`config.mk`:
```
export PLATFORM = sky130hd
export DESIGN_NAME = rtc_core
export DESIGN_NICKNAME = d
export VERILOG_FILES = /design/src/rtc_pkg.sv /design/src/rtc_tick_if.sv /design/src/rtc_prescaler.sv /design/src/rtc_core.sv
export VERILOG_INCLUDE_DIRS = /design/src /design/src/src
export SDC_FILE = /design/constraint.sdc
export NUM_CORES = 1
export LEC_CHECK = 0
export ABC_CLOCK_PERIOD_IN_PS = 2980
export BUFFER_PORTS_ARGS = -buffer_cell sky130_fd_sc_hd__buf_4
export CORE_MARGIN = 3
export CORE_UTILIZATION = 24
export DETAILED_ROUTE_END_ITERATION = 10
export SETUP_SLACK_MARGIN = 0.5
export SLEW_MARGIN = 15
export SYNTH_ARGS = -nofsm -noshare
export SYNTH_HDL_FRONTEND = slang
export SYNTH_SLANG_ARGS = --single-unit
```
`constraint.sdc`:
```
create_clock -name aclk -period 2.98 [get_ports aclk]
set_input_delay 0.745 -clock aclk [delete_from_list [all_inputs] [get_ports aclk]]
set_output_delay 0.745 -clock aclk [all_outputs]
set_load 0.05 [all_outputs]
```
`src/rtc_defs.svh`:
```
// Purpose: Offsets, field positions, reset values and timing counts of the clock core.
// Assumes: Included by bare name; definitions only.
// Notes:   Field macros are part-select ranges so they can sit inside brackets.
`ifndef RTC_DEFS_SVH
`define RTC_DEFS_SVH

// ==========================================================================
// Register byte offsets
`define RTC_OFF_WEEKDAY_HOUR    8'h00
`define RTC_OFF_MINUTE_SECOND   8'h04
`define RTC_OFF_ALARM_WEEKDAY   8'h08
`define RTC_OFF_ALARM_MINUTE_SECOND_VALUE    8'h0C
`define RTC_OFF_TRIM_CONFIG     8'h10
`define RTC_OFF_ALARM_CONFIG    8'h14

// ==========================================================================
// Field positions
`define RTC_WEEKDAY             10:8
`define RTC_HOUR_TENS           5:4
`define RTC_HOUR_ONES           3:0
`define RTC_HOUR_FIELD          5:0
`define RTC_MIN_TENS            14:12
`define RTC_MIN_ONES            11:8
`define RTC_MIN_FIELD           14:8
`define RTC_SEC_TENS            6:4
`define RTC_SEC_ONES            3:0
`define RTC_SEC_FIELD           6:0
`define RTC_CFG_RUN_BIT         15
`define RTC_CFG_UNLOCK_BIT      13
`define RTC_CFG_TRIM            7:0
`define RTC_ALM_ARM_BIT         15
`define RTC_ALM_MASK            13:10

// ==========================================================================
// Implemented bits, digit limits and reset values
`define RTC_WEEKDAY_HOUR_BITS   16'h073F
`define RTC_MINUTE_SECOND_BITS  16'h7F7F
`define RTC_TRIM_CONFIG_BITS    16'hA0FF
`define RTC_ALARM_CONFIG_BITS   16'hBC00
`define RTC_WEEKDAY_LAST        3'h6
`define RTC_ONES_LAST           4'h9
`define RTC_TENS_LAST           3'h5
`define RTC_HOUR_TENS_LAST      2'h2
`define RTC_HOUR_ONES_LAST_DAY  4'h3
`define RTC_REG_RESET           16'h0000

// ==========================================================================
// Timing
`define RTC_CLK_PERIOD_NS       8
`define RTC_CLK_HZ              (1000000000 / `RTC_CLK_PERIOD_NS)
`define RTC_XTAL_HZ             32768
`define RTC_XTAL_PER_SEC        32768
`define RTC_SECS_PER_MIN        60
`define RTC_CAL_PULSES_PER_UNIT 4

`endif

```
`src/rtc_pkg.sv`:
```
// Purpose: Shared types of the clock core.
// Assumes: Constants live in rtc_defs.svh.
// Notes:   Nothing here is imported; users write rtc_pkg::name.
package rtc_pkg;

  // ==========================================================================
  // Bus answers and register selection
  typedef enum logic [1:0] {
    RESP_OKAY   = 2'h0,
    RESP_SLVERR = 2'h2
  } axi_resp_t;

  typedef enum logic [2:0] {
    SEL_NONE,
    SEL_WEEKDAY_HOUR,
    SEL_MINUTE_SECOND,
    SEL_ALARM_WEEKDAY,
    SEL_ALARM_MINUTE_SECOND_VALUE,
    SEL_TRIM_CONFIG,
    SEL_ALARM_CONFIG
  } reg_sel_t;

endpackage

```
`src/rtc_tick_if.sv`:
```
// Purpose: Carries run control, trim value and second pulse between core and prescaler.
// Assumes: Both ends run on aclk.
// Notes:   The prescaler drives only sec_pulse.
`timescale 1ns/1ns
`default_nettype none
interface rtc_tick_if;
  logic       run;
  logic [7:0] trim;
  logic       sec_pulse;

  modport ctrl  (output run, output trim, input sec_pulse);
  modport presc (input run, input trim, output sec_pulse);
endinterface
`default_nettype wire

```
`src/rtc_prescaler.sv`:
```
// Purpose: Crystal-rate enable, one-second divider and per-minute trim correction.
// Assumes: aclk is the only clock; the crystal rate is a phase-accumulator enable.
// Notes:   A trim still pending at the next minute boundary is replaced.
`timescale 1ns/1ns
`default_nettype none
`include "rtc_defs.svh"
module rtc_prescaler #(
  parameter int CLK_HZ        = `RTC_CLK_HZ,
  parameter int XTAL_HZ       = `RTC_XTAL_HZ,
  parameter int TICKS_PER_SEC = `RTC_XTAL_PER_SEC
) (
  input  wire logic   aclk,
  input  wire logic   aresetn,
  rtc_tick_if.presc   tk
);

  localparam logic [31:0] CLK_W    = 32'(CLK_HZ);
  localparam logic [31:0] XTAL_W   = 32'(XTAL_HZ);
  localparam logic [15:0] TPS_LAST = 16'(TICKS_PER_SEC - 1);
  localparam logic [5:0]  MIN_LAST = 6'(`RTC_SECS_PER_MIN - 1);

  logic [31:0] phase_reg;
  logic [31:0] phase_sum;
  logic        xtal_en;
  logic [15:0] cnt_reg;
  logic [5:0]  secs_reg;
  logic [9:0]  pend_reg;
  logic        neg_reg;
  logic        pend_nz;
  logic        count_en;
  logic        pend_step;
  logic        wrap;
  logic        minute_end;
  logic        sec_pulse_reg;

  // Magnitude of the signed trim in crystal pulses.
  function automatic logic [9:0] trim_pulses(input logic [7:0] t);
    logic [7:0] mag;
    mag = t[7] ? 8'(~t + 8'h01) : t;
    return 10'(10'(mag) * 10'(`RTC_CAL_PULSES_PER_UNIT));
  endfunction

  // ==========================================================================
  // Crystal-rate enable
  assign phase_sum = phase_reg + XTAL_W;
  assign xtal_en   = phase_sum >= CLK_W;

  always_ff @(posedge aclk) begin
    if (!aresetn) begin
      phase_reg <= 32'h00000000;
    end else begin
      phase_reg <= xtal_en ? phase_sum - CLK_W : phase_sum;
    end
  end

  // Swallowed pulses land on crystal edges; inserted ones go in the gaps between them.
  assign pend_nz    = pend_reg != 10'h000;
  assign count_en   = tk.run && (xtal_en ? !(neg_reg && pend_nz) : (!neg_reg && pend_nz));
  assign pend_step  = tk.run && pend_nz && (neg_reg ? xtal_en : !xtal_en);
  assign wrap       = count_en && cnt_reg == TPS_LAST;
  assign minute_end = wrap && secs_reg == MIN_LAST;

  // ==========================================================================
  // Divider chain to one second.
  always_ff @(posedge aclk) begin
    if (!aresetn) begin
      cnt_reg       <= 16'h0000;
      sec_pulse_reg <= 1'b0;
    end else begin
      sec_pulse_reg <= wrap;
      if (wrap) begin
        cnt_reg <= 16'h0000;
      end else if (count_en) begin
        cnt_reg <= cnt_reg + 16'h0001;
      end
    end
  end
  assign tk.sec_pulse = sec_pulse_reg;

  // Seconds within the minute and the trim loaded at each minute boundary.
  always_ff @(posedge aclk) begin
    if (!aresetn) begin
      secs_reg <= 6'h00;
      pend_reg <= 10'h000;
      neg_reg  <= 1'b0;
    end else begin
      if (wrap) begin
        secs_reg <= (secs_reg == MIN_LAST) ? 6'h00 : secs_reg + 6'h01;
      end
      if (minute_end) begin
        pend_reg <= trim_pulses(tk.trim);
        neg_reg  <= tk.trim[7];
      end else if (pend_step) begin
        pend_reg <= pend_reg - 10'h001;
      end
    end
  end
endmodule
`default_nettype wire

```
`src/rtc_core.sv`:
```
// Purpose: Weekday/time counter, alarm compare and trim control behind an AXI4-Lite slave.
// Assumes: Single clock aclk; synchronous active-low reset; one access per channel at a time.
// Notes:   Alarm request is a one-cycle pulse; no interrupt status is kept here.
//
// Design decisions made here: the register addresses and the AXI4-Lite interface to the registers.
`timescale 1ns/1ns
`default_nettype none
`include "rtc_defs.svh"
// Contract
// - weekday in bits 10:8, values 0 to 6
// - hour tens in bits 5:4, 0 to 2
// - hour ones in bits 3:0, 0 to 9
// - minute tens in bits 14:12, 0 to 5
// - minute ones in bits 11:8, 0 to 9
// - second tens in bits 6:4, 0 to 5
// - second ones in bits 3:0, 0 to 9
// - unimplemented bits read back as zero
// - weekday/hour writes need the unlock bit set
// - signed 8-bit trim applied once per minute
// - one trim unit equals four crystal pulses
// - negative trim removes pulses each minute
// - positive trim inserts pulses each minute
// - alarm fires when masked digits match time
// - alarm arm clears itself when alarm fires
// - every alarm event raises an interrupt request
module rtc_core #(
  parameter int CLK_HZ        = `RTC_CLK_HZ,
  parameter int XTAL_HZ       = `RTC_XTAL_HZ,
  parameter int TICKS_PER_SEC = `RTC_XTAL_PER_SEC
) (
  input  wire logic        aclk,
  input  wire logic        aresetn,
  input  wire logic [7:0]  s_axi_awaddr,
  input  wire logic [2:0]  s_axi_awprot,
  input  wire logic        s_axi_awvalid,
  output logic             s_axi_awready,
  input  wire logic [31:0] s_axi_wdata,
  input  wire logic [3:0]  s_axi_wstrb,
  input  wire logic        s_axi_wvalid,
  output logic             s_axi_wready,
  output logic [1:0]       s_axi_bresp,
  output logic             s_axi_bvalid,
  input  wire logic        s_axi_bready,
  input  wire logic [7:0]  s_axi_araddr,
  input  wire logic [2:0]  s_axi_arprot,
  input  wire logic        s_axi_arvalid,
  output logic             s_axi_arready,
  output logic [31:0]      s_axi_rdata,
  output logic [1:0]       s_axi_rresp,
  output logic             s_axi_rvalid,
  input  wire logic        s_axi_rready,
  output logic             alarm_irq,
  output logic             alarm_pulse_out
);

  logic [15:0]         wh_reg;
  logic [15:0]         ms_reg;
  logic [15:0]         al_wh_reg;
  logic [15:0]         al_ms_reg;
  logic [15:0]         trim_cfg_reg;
  logic [15:0]         alarm_cfg_reg;
  logic [31:0]         advanced;
  logic [15:0]         wdata16;
  logic [1:0]          wstrb16;
  logic                wr_fire;
  logic                rd_fire;
  rtc_pkg::reg_sel_t   wr_sel;
  rtc_pkg::reg_sel_t   rd_sel;
  logic                unlock;
  logic                wh_wr;
  logic                ms_wr;
  logic                sec_tick;
  logic                tick_d_reg;
  logic                match;
  logic                fire;
  logic                irq_reg;
  logic                pulse_reg;
  logic                bvalid_reg;
  logic [1:0]          bresp_reg;
  logic                rvalid_reg;
  logic [1:0]          rresp_reg;
  logic [31:0]         rdata_reg;

  rtc_tick_if tk ();

  // Decodes a byte address to a register; unaligned or unknown is no register.
  function automatic rtc_pkg::reg_sel_t decode(input logic [7:0] addr);
    case (addr)
      `RTC_OFF_WEEKDAY_HOUR:  return rtc_pkg::SEL_WEEKDAY_HOUR;
      `RTC_OFF_MINUTE_SECOND: return rtc_pkg::SEL_MINUTE_SECOND;
      `RTC_OFF_ALARM_WEEKDAY: return rtc_pkg::SEL_ALARM_WEEKDAY;
      `RTC_OFF_ALARM_MINUTE_SECOND_VALUE:  return rtc_pkg::SEL_ALARM_MINUTE_SECOND_VALUE;
      `RTC_OFF_TRIM_CONFIG:   return rtc_pkg::SEL_TRIM_CONFIG;
      `RTC_OFF_ALARM_CONFIG:  return rtc_pkg::SEL_ALARM_CONFIG;
      default:                return rtc_pkg::SEL_NONE;
    endcase
  endfunction

  // Applies byte enables to a 16-bit register and drops unimplemented bits.
  function automatic logic [15:0] merge(input logic [15:0] old, input logic [15:0] bits);
    logic [15:0] v;
    v = old;
    if (wstrb16[0]) begin
      v[7:0] = wdata16[7:0];
    end
    if (wstrb16[1]) begin
      v[15:8] = wdata16[15:8];
    end
    return v & bits;
  endfunction

  // Advances the packed weekday/hour and minute/second words by one second.
  function automatic logic [31:0] advance(input logic [15:0] wh, input logic [15:0] ms);
    logic [3:0] so;
    logic [2:0] st;
    logic [3:0] mo;
    logic [2:0] mt;
    logic [3:0] ho;
    logic [1:0] ht;
    logic [2:0] wd;
    logic       c;
    so = ms[`RTC_SEC_ONES];
    st = ms[`RTC_SEC_TENS];
    mo = ms[`RTC_MIN_ONES];
    mt = ms[`RTC_MIN_TENS];
    ho = wh[`RTC_HOUR_ONES];
    ht = wh[`RTC_HOUR_TENS];
    wd = wh[`RTC_WEEKDAY];
    c = 1'b1;
    if (so >= `RTC_ONES_LAST) begin
      so = 4'h0;
    end else begin
      so = so + 4'h1;
      c = 1'b0;
    end
    if (c) begin
      if (st >= `RTC_TENS_LAST) begin
        st = 3'h0;
      end else begin
        st = st + 3'h1;
        c = 1'b0;
      end
    end
    if (c) begin
      if (mo >= `RTC_ONES_LAST) begin
        mo = 4'h0;
      end else begin
        mo = mo + 4'h1;
        c = 1'b0;
      end
    end
    if (c) begin
      if (mt >= `RTC_TENS_LAST) begin
        mt = 3'h0;
      end else begin
        mt = mt + 3'h1;
        c = 1'b0;
      end
    end
    if (c) begin
      if (ht >= `RTC_HOUR_TENS_LAST && ho >= `RTC_HOUR_ONES_LAST_DAY) begin
        ht = 2'h0;
        ho = 4'h0;
      end else if (ho >= `RTC_ONES_LAST) begin
        ho = 4'h0;
        ht = ht + 2'h1;
        c = 1'b0;
      end else begin
        ho = ho + 4'h1;
        c = 1'b0;
      end
    end
    if (c) begin
      wd = (wd >= `RTC_WEEKDAY_LAST) ? 3'h0 : wd + 3'h1;
    end
    return {5'h00, wd, 2'h0, ht, ho, 1'b0, mt, mo, 1'b0, st, so};
  endfunction

  // ==========================================================================
  // Prescaler and control wiring
  assign unlock   = trim_cfg_reg[`RTC_CFG_UNLOCK_BIT];
  assign tk.run   = trim_cfg_reg[`RTC_CFG_RUN_BIT];
  assign tk.trim  = trim_cfg_reg[`RTC_CFG_TRIM];
  assign sec_tick = tk.sec_pulse;

  rtc_prescaler #(
    .CLK_HZ        (CLK_HZ),
    .XTAL_HZ       (XTAL_HZ),
    .TICKS_PER_SEC (TICKS_PER_SEC)
  ) u_prescaler (
    .aclk    (aclk),
    .aresetn (aresetn),
    .tk      (tk)
  );

  // ==========================================================================
  // Write channel: address and data are taken together, answer one cycle later.
  assign wr_fire       = s_axi_awvalid && s_axi_wvalid && !bvalid_reg;
  assign s_axi_awready = wr_fire;
  assign s_axi_wready  = wr_fire;
  assign wr_sel        = decode(s_axi_awaddr);
  assign wdata16       = s_axi_wdata[15:0];
  assign wstrb16       = s_axi_wstrb[1:0];
  assign wh_wr         = wr_fire && wr_sel == rtc_pkg::SEL_WEEKDAY_HOUR && unlock;
  assign ms_wr         = wr_fire && wr_sel == rtc_pkg::SEL_MINUTE_SECOND;

  always_ff @(posedge aclk) begin
    if (!aresetn) begin
      bvalid_reg <= 1'b0;
      bresp_reg  <= rtc_pkg::RESP_OKAY;
    end else if (wr_fire) begin
      bvalid_reg <= 1'b1;
      bresp_reg  <= (wr_sel == rtc_pkg::SEL_NONE) ? rtc_pkg::RESP_SLVERR : rtc_pkg::RESP_OKAY;
    end else if (s_axi_bready) begin
      bvalid_reg <= 1'b0;
    end
  end
  assign s_axi_bvalid = bvalid_reg;
  assign s_axi_bresp  = bresp_reg;

  // ==========================================================================
  // Time registers: a software write wins over the second tick in the same cycle.
  assign advanced = advance(wh_reg, ms_reg);

  always_ff @(posedge aclk) begin
    if (!aresetn) begin
      wh_reg <= `RTC_REG_RESET;
      ms_reg <= `RTC_REG_RESET;
    end else begin
      if (wh_wr) begin
        wh_reg <= merge(wh_reg, `RTC_WEEKDAY_HOUR_BITS);
      end else if (sec_tick) begin
        wh_reg <= advanced[31:16];
      end
      if (ms_wr) begin
        ms_reg <= merge(ms_reg, `RTC_MINUTE_SECOND_BITS);
      end else if (sec_tick) begin
        ms_reg <= advanced[15:0];
      end
    end
  end

  // Alarm value and configuration registers.
  always_ff @(posedge aclk) begin
    if (!aresetn) begin
      al_wh_reg    <= `RTC_REG_RESET;
      al_ms_reg    <= `RTC_REG_RESET;
      trim_cfg_reg <= `RTC_REG_RESET;
    end else if (wr_fire) begin
      if (wr_sel == rtc_pkg::SEL_ALARM_WEEKDAY && unlock) begin
        al_wh_reg <= merge(al_wh_reg, `RTC_WEEKDAY_HOUR_BITS);
      end
      if (wr_sel == rtc_pkg::SEL_ALARM_MINUTE_SECOND_VALUE) begin
        al_ms_reg <= merge(al_ms_reg, `RTC_MINUTE_SECOND_BITS);
      end
      if (wr_sel == rtc_pkg::SEL_TRIM_CONFIG) begin
        trim_cfg_reg <= merge(trim_cfg_reg, `RTC_TRIM_CONFIG_BITS);
      end
    end
  end

  // ==========================================================================
  // Alarm compare one cycle after the tick, on the freshly advanced time.
  assign match = (!alarm_cfg_reg[10] || al_ms_reg[`RTC_SEC_FIELD] == ms_reg[`RTC_SEC_FIELD]) &&
                 (!alarm_cfg_reg[11] || al_ms_reg[`RTC_MIN_FIELD] == ms_reg[`RTC_MIN_FIELD]) &&
                 (!alarm_cfg_reg[12] || al_wh_reg[`RTC_HOUR_FIELD] == wh_reg[`RTC_HOUR_FIELD]) &&
                 (!alarm_cfg_reg[13] || al_wh_reg[`RTC_WEEKDAY] == wh_reg[`RTC_WEEKDAY]);
  assign fire  = alarm_cfg_reg[`RTC_ALM_ARM_BIT] && tick_d_reg && match;

  // Arm and mask; a software write in the firing cycle wins over the auto-clear.
  always_ff @(posedge aclk) begin
    if (!aresetn) begin
      alarm_cfg_reg <= `RTC_REG_RESET;
    end else if (wr_fire && wr_sel == rtc_pkg::SEL_ALARM_CONFIG) begin
      alarm_cfg_reg <= merge(alarm_cfg_reg, `RTC_ALARM_CONFIG_BITS);
    end else if (fire) begin
      alarm_cfg_reg[`RTC_ALM_ARM_BIT] <= 1'b0;
    end
  end

  // Request pulse per event and a pulse output at half the alarm rate.
  always_ff @(posedge aclk) begin
    if (!aresetn) begin
      tick_d_reg <= 1'b0;
      irq_reg    <= 1'b0;
      pulse_reg  <= 1'b0;
    end else begin
      tick_d_reg <= sec_tick;
      irq_reg    <= fire;
      if (fire) begin
        pulse_reg <= !pulse_reg;
      end
    end
  end
  assign alarm_irq       = irq_reg;
  assign alarm_pulse_out = pulse_reg;

  // ==========================================================================
  // Read channel: data registered one cycle after the address is taken.
  assign rd_fire       = s_axi_arvalid && !rvalid_reg;
  assign s_axi_arready = !rvalid_reg;
  assign rd_sel        = decode(s_axi_araddr);

  always_ff @(posedge aclk) begin
    if (!aresetn) begin
      rvalid_reg <= 1'b0;
      rresp_reg  <= rtc_pkg::RESP_OKAY;
      rdata_reg  <= 32'h00000000;
    end else if (rd_fire) begin
      rvalid_reg <= 1'b1;
      rresp_reg  <= (rd_sel == rtc_pkg::SEL_NONE) ? rtc_pkg::RESP_SLVERR : rtc_pkg::RESP_OKAY;
      case (rd_sel)
        rtc_pkg::SEL_WEEKDAY_HOUR:  rdata_reg <= {16'h0000, wh_reg};
        rtc_pkg::SEL_MINUTE_SECOND: rdata_reg <= {16'h0000, ms_reg};
        rtc_pkg::SEL_ALARM_WEEKDAY: rdata_reg <= {16'h0000, al_wh_reg};
        rtc_pkg::SEL_ALARM_MINUTE_SECOND_VALUE:  rdata_reg <= {16'h0000, al_ms_reg};
        rtc_pkg::SEL_TRIM_CONFIG:   rdata_reg <= {16'h0000, trim_cfg_reg};
        rtc_pkg::SEL_ALARM_CONFIG:  rdata_reg <= {16'h0000, alarm_cfg_reg};
        default:                    rdata_reg <= 32'h00000000;
      endcase
    end else if (s_axi_rready) begin
      rvalid_reg <= 1'b0;
    end
  end
  assign s_axi_rvalid = rvalid_reg;
  assign s_axi_rresp  = rresp_reg;
  assign s_axi_rdata  = rdata_reg;
endmodule
`default_nettype wire

```
## Word-level counts from Yosys, hierarchy flattened

Cells that the tools add are included.

- Bits in registers: 168
- Bits of input ports: 65
- Output and inout bits: 43
- Logic and storage cells: 207

- Add/sub/neg operators: 13
- $lt $le $gt $ge: 9
- Equality and inequality tests: 33
- Mux-type cells: 51
- Bitwise logic cells: 2
- Reductions and logical operators: 69

Operator list:

| cell | number |
|---|---|
| one-hot mux 16 bit (6 select lines) | 1 |
| one-hot mux 3 bit (6 select lines) | 2 |
| AND reduction 3 bit | 11 |
| adder 32 x 16 -> 32 bit, second input constant | 1 |
| equality test 8 x 4 -> 1 bit, second input constant | 4 |
| equality test 8 x 5 -> 1 bit, second input constant | 4 |
| greater-or-equal comparator 32 x 27 -> 1 bit, second input constant | 1 |
| two-way mux 32 bit | 1 |
| subtractor 32 x 27 -> 32 bit, second input constant | 1 |
| two-way mux 15 bit | 2 |
| two-way mux 4 bit | 6 |
| two-way mux 11 bit | 2 |
| nonzero test 2 bit | 11 |
| logical AND 1 bit | 21 |
| two-way mux 3 bit | 7 |
| two-way mux 10 bit | 2 |
| equality test 3 bit, second input constant | 6 |
| two-way mux 1 bit | 17 |
| adder 16 x 1 -> 16 bit, second input constant | 1 |
| equality test 16 x 15 -> 1 bit, second input constant | 1 |
| equality test 8 x 3 -> 1 bit, second input constant | 2 |
| logical NOT 8 bit | 2 |
| two-way mux 8 bit | 2 |
| equality test 7 bit | 2 |
| other kinds (29) | 67 |

## Depth between registers and ports, before layout

- Depth after elaboration: 9
- Gate-level depth with buffers: 13
- Mapped depth without buffers: 11

## Hierarchy

From an unflattened synthesis, not the netlist that was laid out.

- Cells, all modules: 1016
- Area, all modules: 8693.3 um2

Modules (own cells, without submodules):

| module | times used | cells each | area each (um2) | seq. area each (um2) |
|---|---|---|---|---|
| rtc_core | 1 | 565 | 4934.7 | 1681.6 |
| rtc_prescaler | 1 | 451 | 3758.6 | 1201.2 |

## Worst setup path after synthesis

No wires, ideal clock.

- Path kind: input-to-reg
- Start point: in s_axi_awvalid
- End point: reg ms_reg[6]
- Library setup time: 128 ps
- Arrival time: 2919 ps
- Data required time: 2852 ps
- Slack: -66 ps
- Stages on the path: 8
- Buffers on the path: 0
- Path through: nand3b_1 > inv_1 > nand3_1 > nor4_2 > mux2i_1 > nor2_1 > a21oi_1 > nor2_1

- Longest elaborated chain between the ends: 5
- Elaborated cells on any way between the ends: 8
- Classes of those cells: 1 x eq/ne; 1 x mux; 6 x reduce/logical

RTL lines:

| what | RTL line | text |
|---|---|---|
| from (decl) | rtc_core.sv:35 | `input wire logic s_axi_awvalid,` |
| logical AND 1 bit * (2 in series) | rtc_core.sv:198 | `assign wr_fire = s_axi_awvalid && s_axi_wvalid && !bvalid_reg;` |
| net s_axi_awready | rtc_core.sv:36 | `output logic s_axi_awready,` |
| logical AND 1 bit * | rtc_core.sv:205 | `assign ms_wr = wr_fire && wr_sel == rtc_pkg::SEL_MINUTE_SECOND;` |
| inequality test 2 bit (no line) or nonzero test 2 bit (tied branches) | -- |  |
| AND reduction 3 bit (no line) | -- |  |
| to (signal assigned) | rtc_core.sv:228 | `` ms_reg <= `RTC_REG_RESET; `` |
| to (signal assigned) | rtc_core.sv:236 | `` ms_reg <= merge(ms_reg, `RTC_MINUTE_SECOND_BITS); `` |
| to (signal assigned) | rtc_core.sv:238 | `ms_reg <= advanced[15:0];` |
| to (decl) | rtc_core.sv:57 | `logic [15:0] ms_reg;` |

Mark *: on every way through the listed nets, which the timed path passes. The rest lies on a longest branch.
A chain may end at the register's enable or synchronous reset.

## Final worst setup path

- Start point: reg u_prescaler.phase_reg[16]
- End point: reg u_prescaler.pend_reg[7]

- Longest elaborated chain between the ends: 7
- Elaborated cells on any way between the ends: 11
- Classes of those cells: 1 x add/sub; 1 x order compare; 3 x mux; 6 x reduce/logical

RTL lines:

| what | RTL line | text |
|---|---|---|
| from (decl) | rtc_prescaler.sv:22 | `logic [31:0] phase_reg;` |
| from (signal assigned) | rtc_prescaler.sv:52 | `phase_reg <= xtal_en ? phase_sum - CLK_W : phase_sum;` |
| adder 32 x 16 -> 32 bit * | rtc_prescaler.sv:45 | `assign phase_sum = phase_reg + XTAL_W;` |
| greater-or-equal comparator 32 x 27 -> 1 bit * | rtc_prescaler.sv:46 | `assign xtal_en = phase_sum >= CLK_W;` |
| two-way mux 1 bit | rtc_prescaler.sv:58 | `assign count_en = tk.run && (xtal_en ? !(neg_reg && pend_nz) : (!neg_reg && pend_nz));` |
| logical AND 1 bit | rtc_prescaler.sv:58 |  |
| logical AND 1 bit | rtc_prescaler.sv:60 | `assign wrap = count_en && cnt_reg == TPS_LAST;` |
| logical AND 1 bit | rtc_prescaler.sv:61 | `assign minute_end = wrap && secs_reg == MIN_LAST;` |
| two-way mux 10 bit or nonzero test 2 bit (tied branches) | -- |  |
| to (signal assigned) | rtc_prescaler.sv:91 | `pend_reg <= trim_pulses(tk.trim);` |
| to (signal assigned) | rtc_prescaler.sv:94 | `pend_reg <= pend_reg - 10'h001;` |
| to (decl) | rtc_prescaler.sv:27 | `logic [9:0] pend_reg;` |

Mark *: on every way between the ends. The rest lies on a longest branch, timed or not.

==> results.txt <==
- Clock buffer count from CTS: 17
* Critical register-to-register path startpoint: u_prescaler.phase_reg[16]
- The first global-routing pass estimated 38.4 mm of wire.
- For this run, the total global-route usage over all layers was measured as 0.128.
* Number of synthesized flops with an enable pin: 0
- Filler instances: 3449
* Clock tree sinks: 144
- At the worst endpoint, the required time is 3.28 ns.
* Clock-pin transition on the worst setup and hold timing paths: 0.07 ns
- Fraction of final layout cells with drive strength greater than 1: 0.313
* Number of buffers on the longest clock path: 2
* Category of the critical setup timing path: reg2reg
- Design internal power: 4.88 mW
- Most used DFF post-synth: dfxtp_1
* Worst-path cell with the longest stage delay: or4_4
- Clock Latency Late Sink: 0.43 ns
* Arrival @ worst endpoint: 3.18 ns
- Startpoint of the most critical setup path: u_prescaler.phase_reg[16]
- The number of global-route vias before repair was 7478.
- Worst hold stages: 2
* Destination of the critical timing path: u_prescaler.pend_reg[7]
- Number of placement rows: 67
* Remaining antenna violation count: 0
- Measured in cells, the most critical reg-to-reg path has a length of 11.
- Synthesized area per cell: 8.20 µm²
- Clk root buf: clkbuf_16
- After the flow finishes, the layout carries non-filler instances totaling 1640.
* Routability cong.: 0.824
- Layout area overhead: 40.3%
- In this run, the number of DRC markers left after iteration 0 of detailed routing was 435.
- Largest fanout on the critical path: 7
- Number of antenna diodes: 0
- Storage element area: 0.00290 mm²
* Final hold vios: 0
* Initial Utilization: 0.245
- The critical path goes through buf_4 > buf_6 > and3_4 > nor3_2 > a31oi_2 > o31ai_4 > a211oi_2 > or4_4 > a2111oi_4 > xnor2_1 > a21oi_2.
- CORE AREA: 0.0339 mm²
* Sequential fraction of the synthesis area: 0.347
- Dividing the final minimum period by the clock period gives 0.964.
* Vias per cell: 4.79
- Of all flip-flops after synthesis, the portion carrying an async set or reset was 0.
- After detailed routing, the average wire length per cell comes to 15.1 µm.
- Timing-limited maximum frequency: 0.348 GHz
- Class of the worst hold path: reg2reg
- IR Drop Worst-Case VDD: 0.000328 V
- The worst setup path is captured at a register.
- Flip-flop count of the largest register after layout: 26
- Cell count after synthesis: 1013
* Worst reg2reg path endpoint: u_prescaler.pend_reg[7]
- Total number of yosys warnings: 0
* Layout Nets: 1268
- Proportion of power drawn by combinational gates: 0.388
* Clock share of power: 0.302
- Sort of element at the start of the critical path: register
- Summing over every cut layer, the via total after detailed routing is 7853.
- Sequential power share: 0.310
* Delay of the slowest cell on the worst path: 0.61 ns
* Total Wirelength: 24.7 mm
* Outcome: completed
- Final-report setup violation count: 0
* Maximum number of pins on one net before global-route repair: 87
- Placed Cells incl. Taps: 1553
- Cell area after synthesis: 0.00831 mm²
- The die is 192 µm wide.
- Reported max-cap violation count: 0
* Final HPWL DP: 16.5 mm
* Antenna violations before repair: 0
- The floorplan step set the die height to 192 µm.
- The max-slew violation count was 0.
- Hold Buf Count CTS: 0
- TritonCTS clock tree: done
- Summing all multi-input logic gate instances after layout gives 0.00584 mm².
- The die covers 0.0369 mm².
* Net switching fraction of the power: 0.342
- At the pin with the least slew margin, the transition time is 0.743 ns.
- Before antenna repair, the detailed router went through 5 iterations.
* PwrDens: 636 mW/mm²
- Count of buffers inserted at the top-level ports: 65
- Slew Limit Headroom: 0.492
- Summed over all cells, the static leakage comes to 4.44 nW.
- The worst path needs 2.87 ns of the cycle, external delays included.
* Overflow left after global routing: 0
* Post-synthesis sequential element count: 144
* Setup slack of the worst register-to-register path: 0.11 ns
* Unrepaired setup endpoints after global routing: true
- Psw: 2.54 mW
* Worst clock skew on the final layout: 0.0137 ns
- The clock tree synthesis step divided the H-tree into 4 levels.
- Count of distinct cell types in the synthesized netlist: 75
- Summing internal, switching and leakage power gives 7.42 mW.
- During I/O placement, the number of pins put on the boundary was 108.
- After detailed routing, the number of remaining DRC violations is 0.
==> power by group through the flow <==
stage | registers (mW) | logic [mW] | clock network (mW)
2_1_floorplan | 2.23 | 1.25 | 0
5_1_grt | 2.31 | 3.07 | 2.36
6_report | 2.30 | 2.88 | 2.24
3_3_place_gp | 2.29 | 1.71 | 0
3_5_place_dp | 2.29 | 1.73 | 0
4_1_cts | 2.26 | 2.28 | 2.29
==> metrics by stage <==
step	util	instance area (µm²)	hold WS, ns	setup WS, ns	setup TNS (ns)
after CTS	0.324	11000	0.480	0.165	0
after floorplan	-	8590	0.453	0.0914	0
after global placement	0.290	9830	0.462	-0.267	-1.46
final	0.344	11700	0.480	0.106	0
after detailed placement	0.290	9830	0.474	-0.279	-1.99
after global routing	0.344	11700	0.504	0.00224	0
==> worst min path at each step <==
stage | to | slack (ns) | start
final | u_prescaler.secs_reg[1] | 0.48 | u_prescaler.secs_reg[1]
after global placement | u_prescaler.secs_reg[1] | 0.46 | u_prescaler.secs_reg[1]
after detailed placement | s_axi_bvalid | 0.47 | s_axi_bvalid
after global routing | s_axi_rvalid | 0.50 | s_axi_rready
after floorplan | u_prescaler.secs_reg[1] | 0.45 | u_prescaler.secs_reg[1]
after CTS | s_axi_rvalid | 0.48 | s_axi_rready
==> worst max-delay path, delay by kind of cell, from the launching register on <==
family / cells / cell delay [ns]
AO/OA/AOI/OAI: 5 / 1.01
AND/OR/NAND/NOR: 3 / 0.94
flip-flops: 1 / 0.36
buffers and inverters: 2 / 0.25
XOR/XNOR: 1 / 0.19
==> synthesized netlist by cell type (7+ instances only) <==
master / count / area (µm²)
dfxtp_1: 144 / 2880
clkbuf_1: 33 / 124
a211oi_1: 25 / 188
and2_1: 9 / 56.3
ha_1: 24 / 300
a22oi_1: 15 / 113
buf_4: 22 / 165
xnor2_1: 55 / 482
mux2i_1: 49 / 490
nor3_1: 29 / 145
or3_1: 11 / 68.8
nor2_1: 156 / 586
o21ai_0: 33 / 165
a21oi_1: 63 / 315
a22o_1: 8 / 70.1
nand3_1: 28 / 140
nand4_1: 17 / 106
a31oi_1: 16 / 100
inv_1: 34 / 128
and3_1: 14 / 87.6
nor3b_1: 9 / 67.6
xor2_1: 31 / 272
nand2_1: 75 / 282
nor4_1: 7 / 43.8
nand2b_1: 9 / 56.3
==> layer usage <==
layer / share of wire / track usage / vias up
met3: 0.038 / 0.0215 / 29
met4: 0.016 / 0.0328 / 0
met5: 0 / 0 / -
met2: 0.49 / 0.218 / 185
li1: - / - / 3878
met1: 0.45 / 0.169 / 3761
==> layout by cell type (no fill, tap or decap), drive strengths merged, types with 12 or more instances in the layout <==
cell type / n
buf: 192
nor2: 156
dfxtp: 144
nand2: 76
a21oi: 64
xnor2: 55
mux2i: 49
o21ai: 36
inv: 34
xor2: 31
nor3: 31
nand3: 29
a211oi: 26
ha: 24
nand4: 19
conb: 18
clkbuf: 17
a31oi: 16
a22oi: 15
and3: 14
or3: 12
==> final cells by class <==
type	instances	share of cell area
multi-input combinational	790	0.501
sequential	144	0.249
timing repair buffer	192	0.138
tap	448	0.0481
clock buffer	17	0.0365
clock inverter	15	0.0160
inverter	34	0.0117
==> logic make-up (layout without fill, tap and decap cells) <==
family	after synthesis	after routing	synth area share
AO/OA/AOI/OAI	209	209	0.166
XOR/XNOR	86	86	0.0906
adder cells (fa/ha/maj)	24	24	0.0361
buffers and inverters	97	258	0.0571
flip-flops	144	144	0.347
multiplexers	55	55	0.0671
other	1	18	0.000451
AND/OR/NAND/NOR	397	398	0.235
==> timing repair <==
| item | CTS | global route |
|---|---|---|
| gates resized for setup | 71 | 109 |
| gates cloned | 2 | 0 |
| setup buffers | 30 | 23 |
| setup endpoints to repair | 61 | 69 |
| pin swaps | 26 | 59 |
Note: power is estimated with default switching activity, not from simulation.
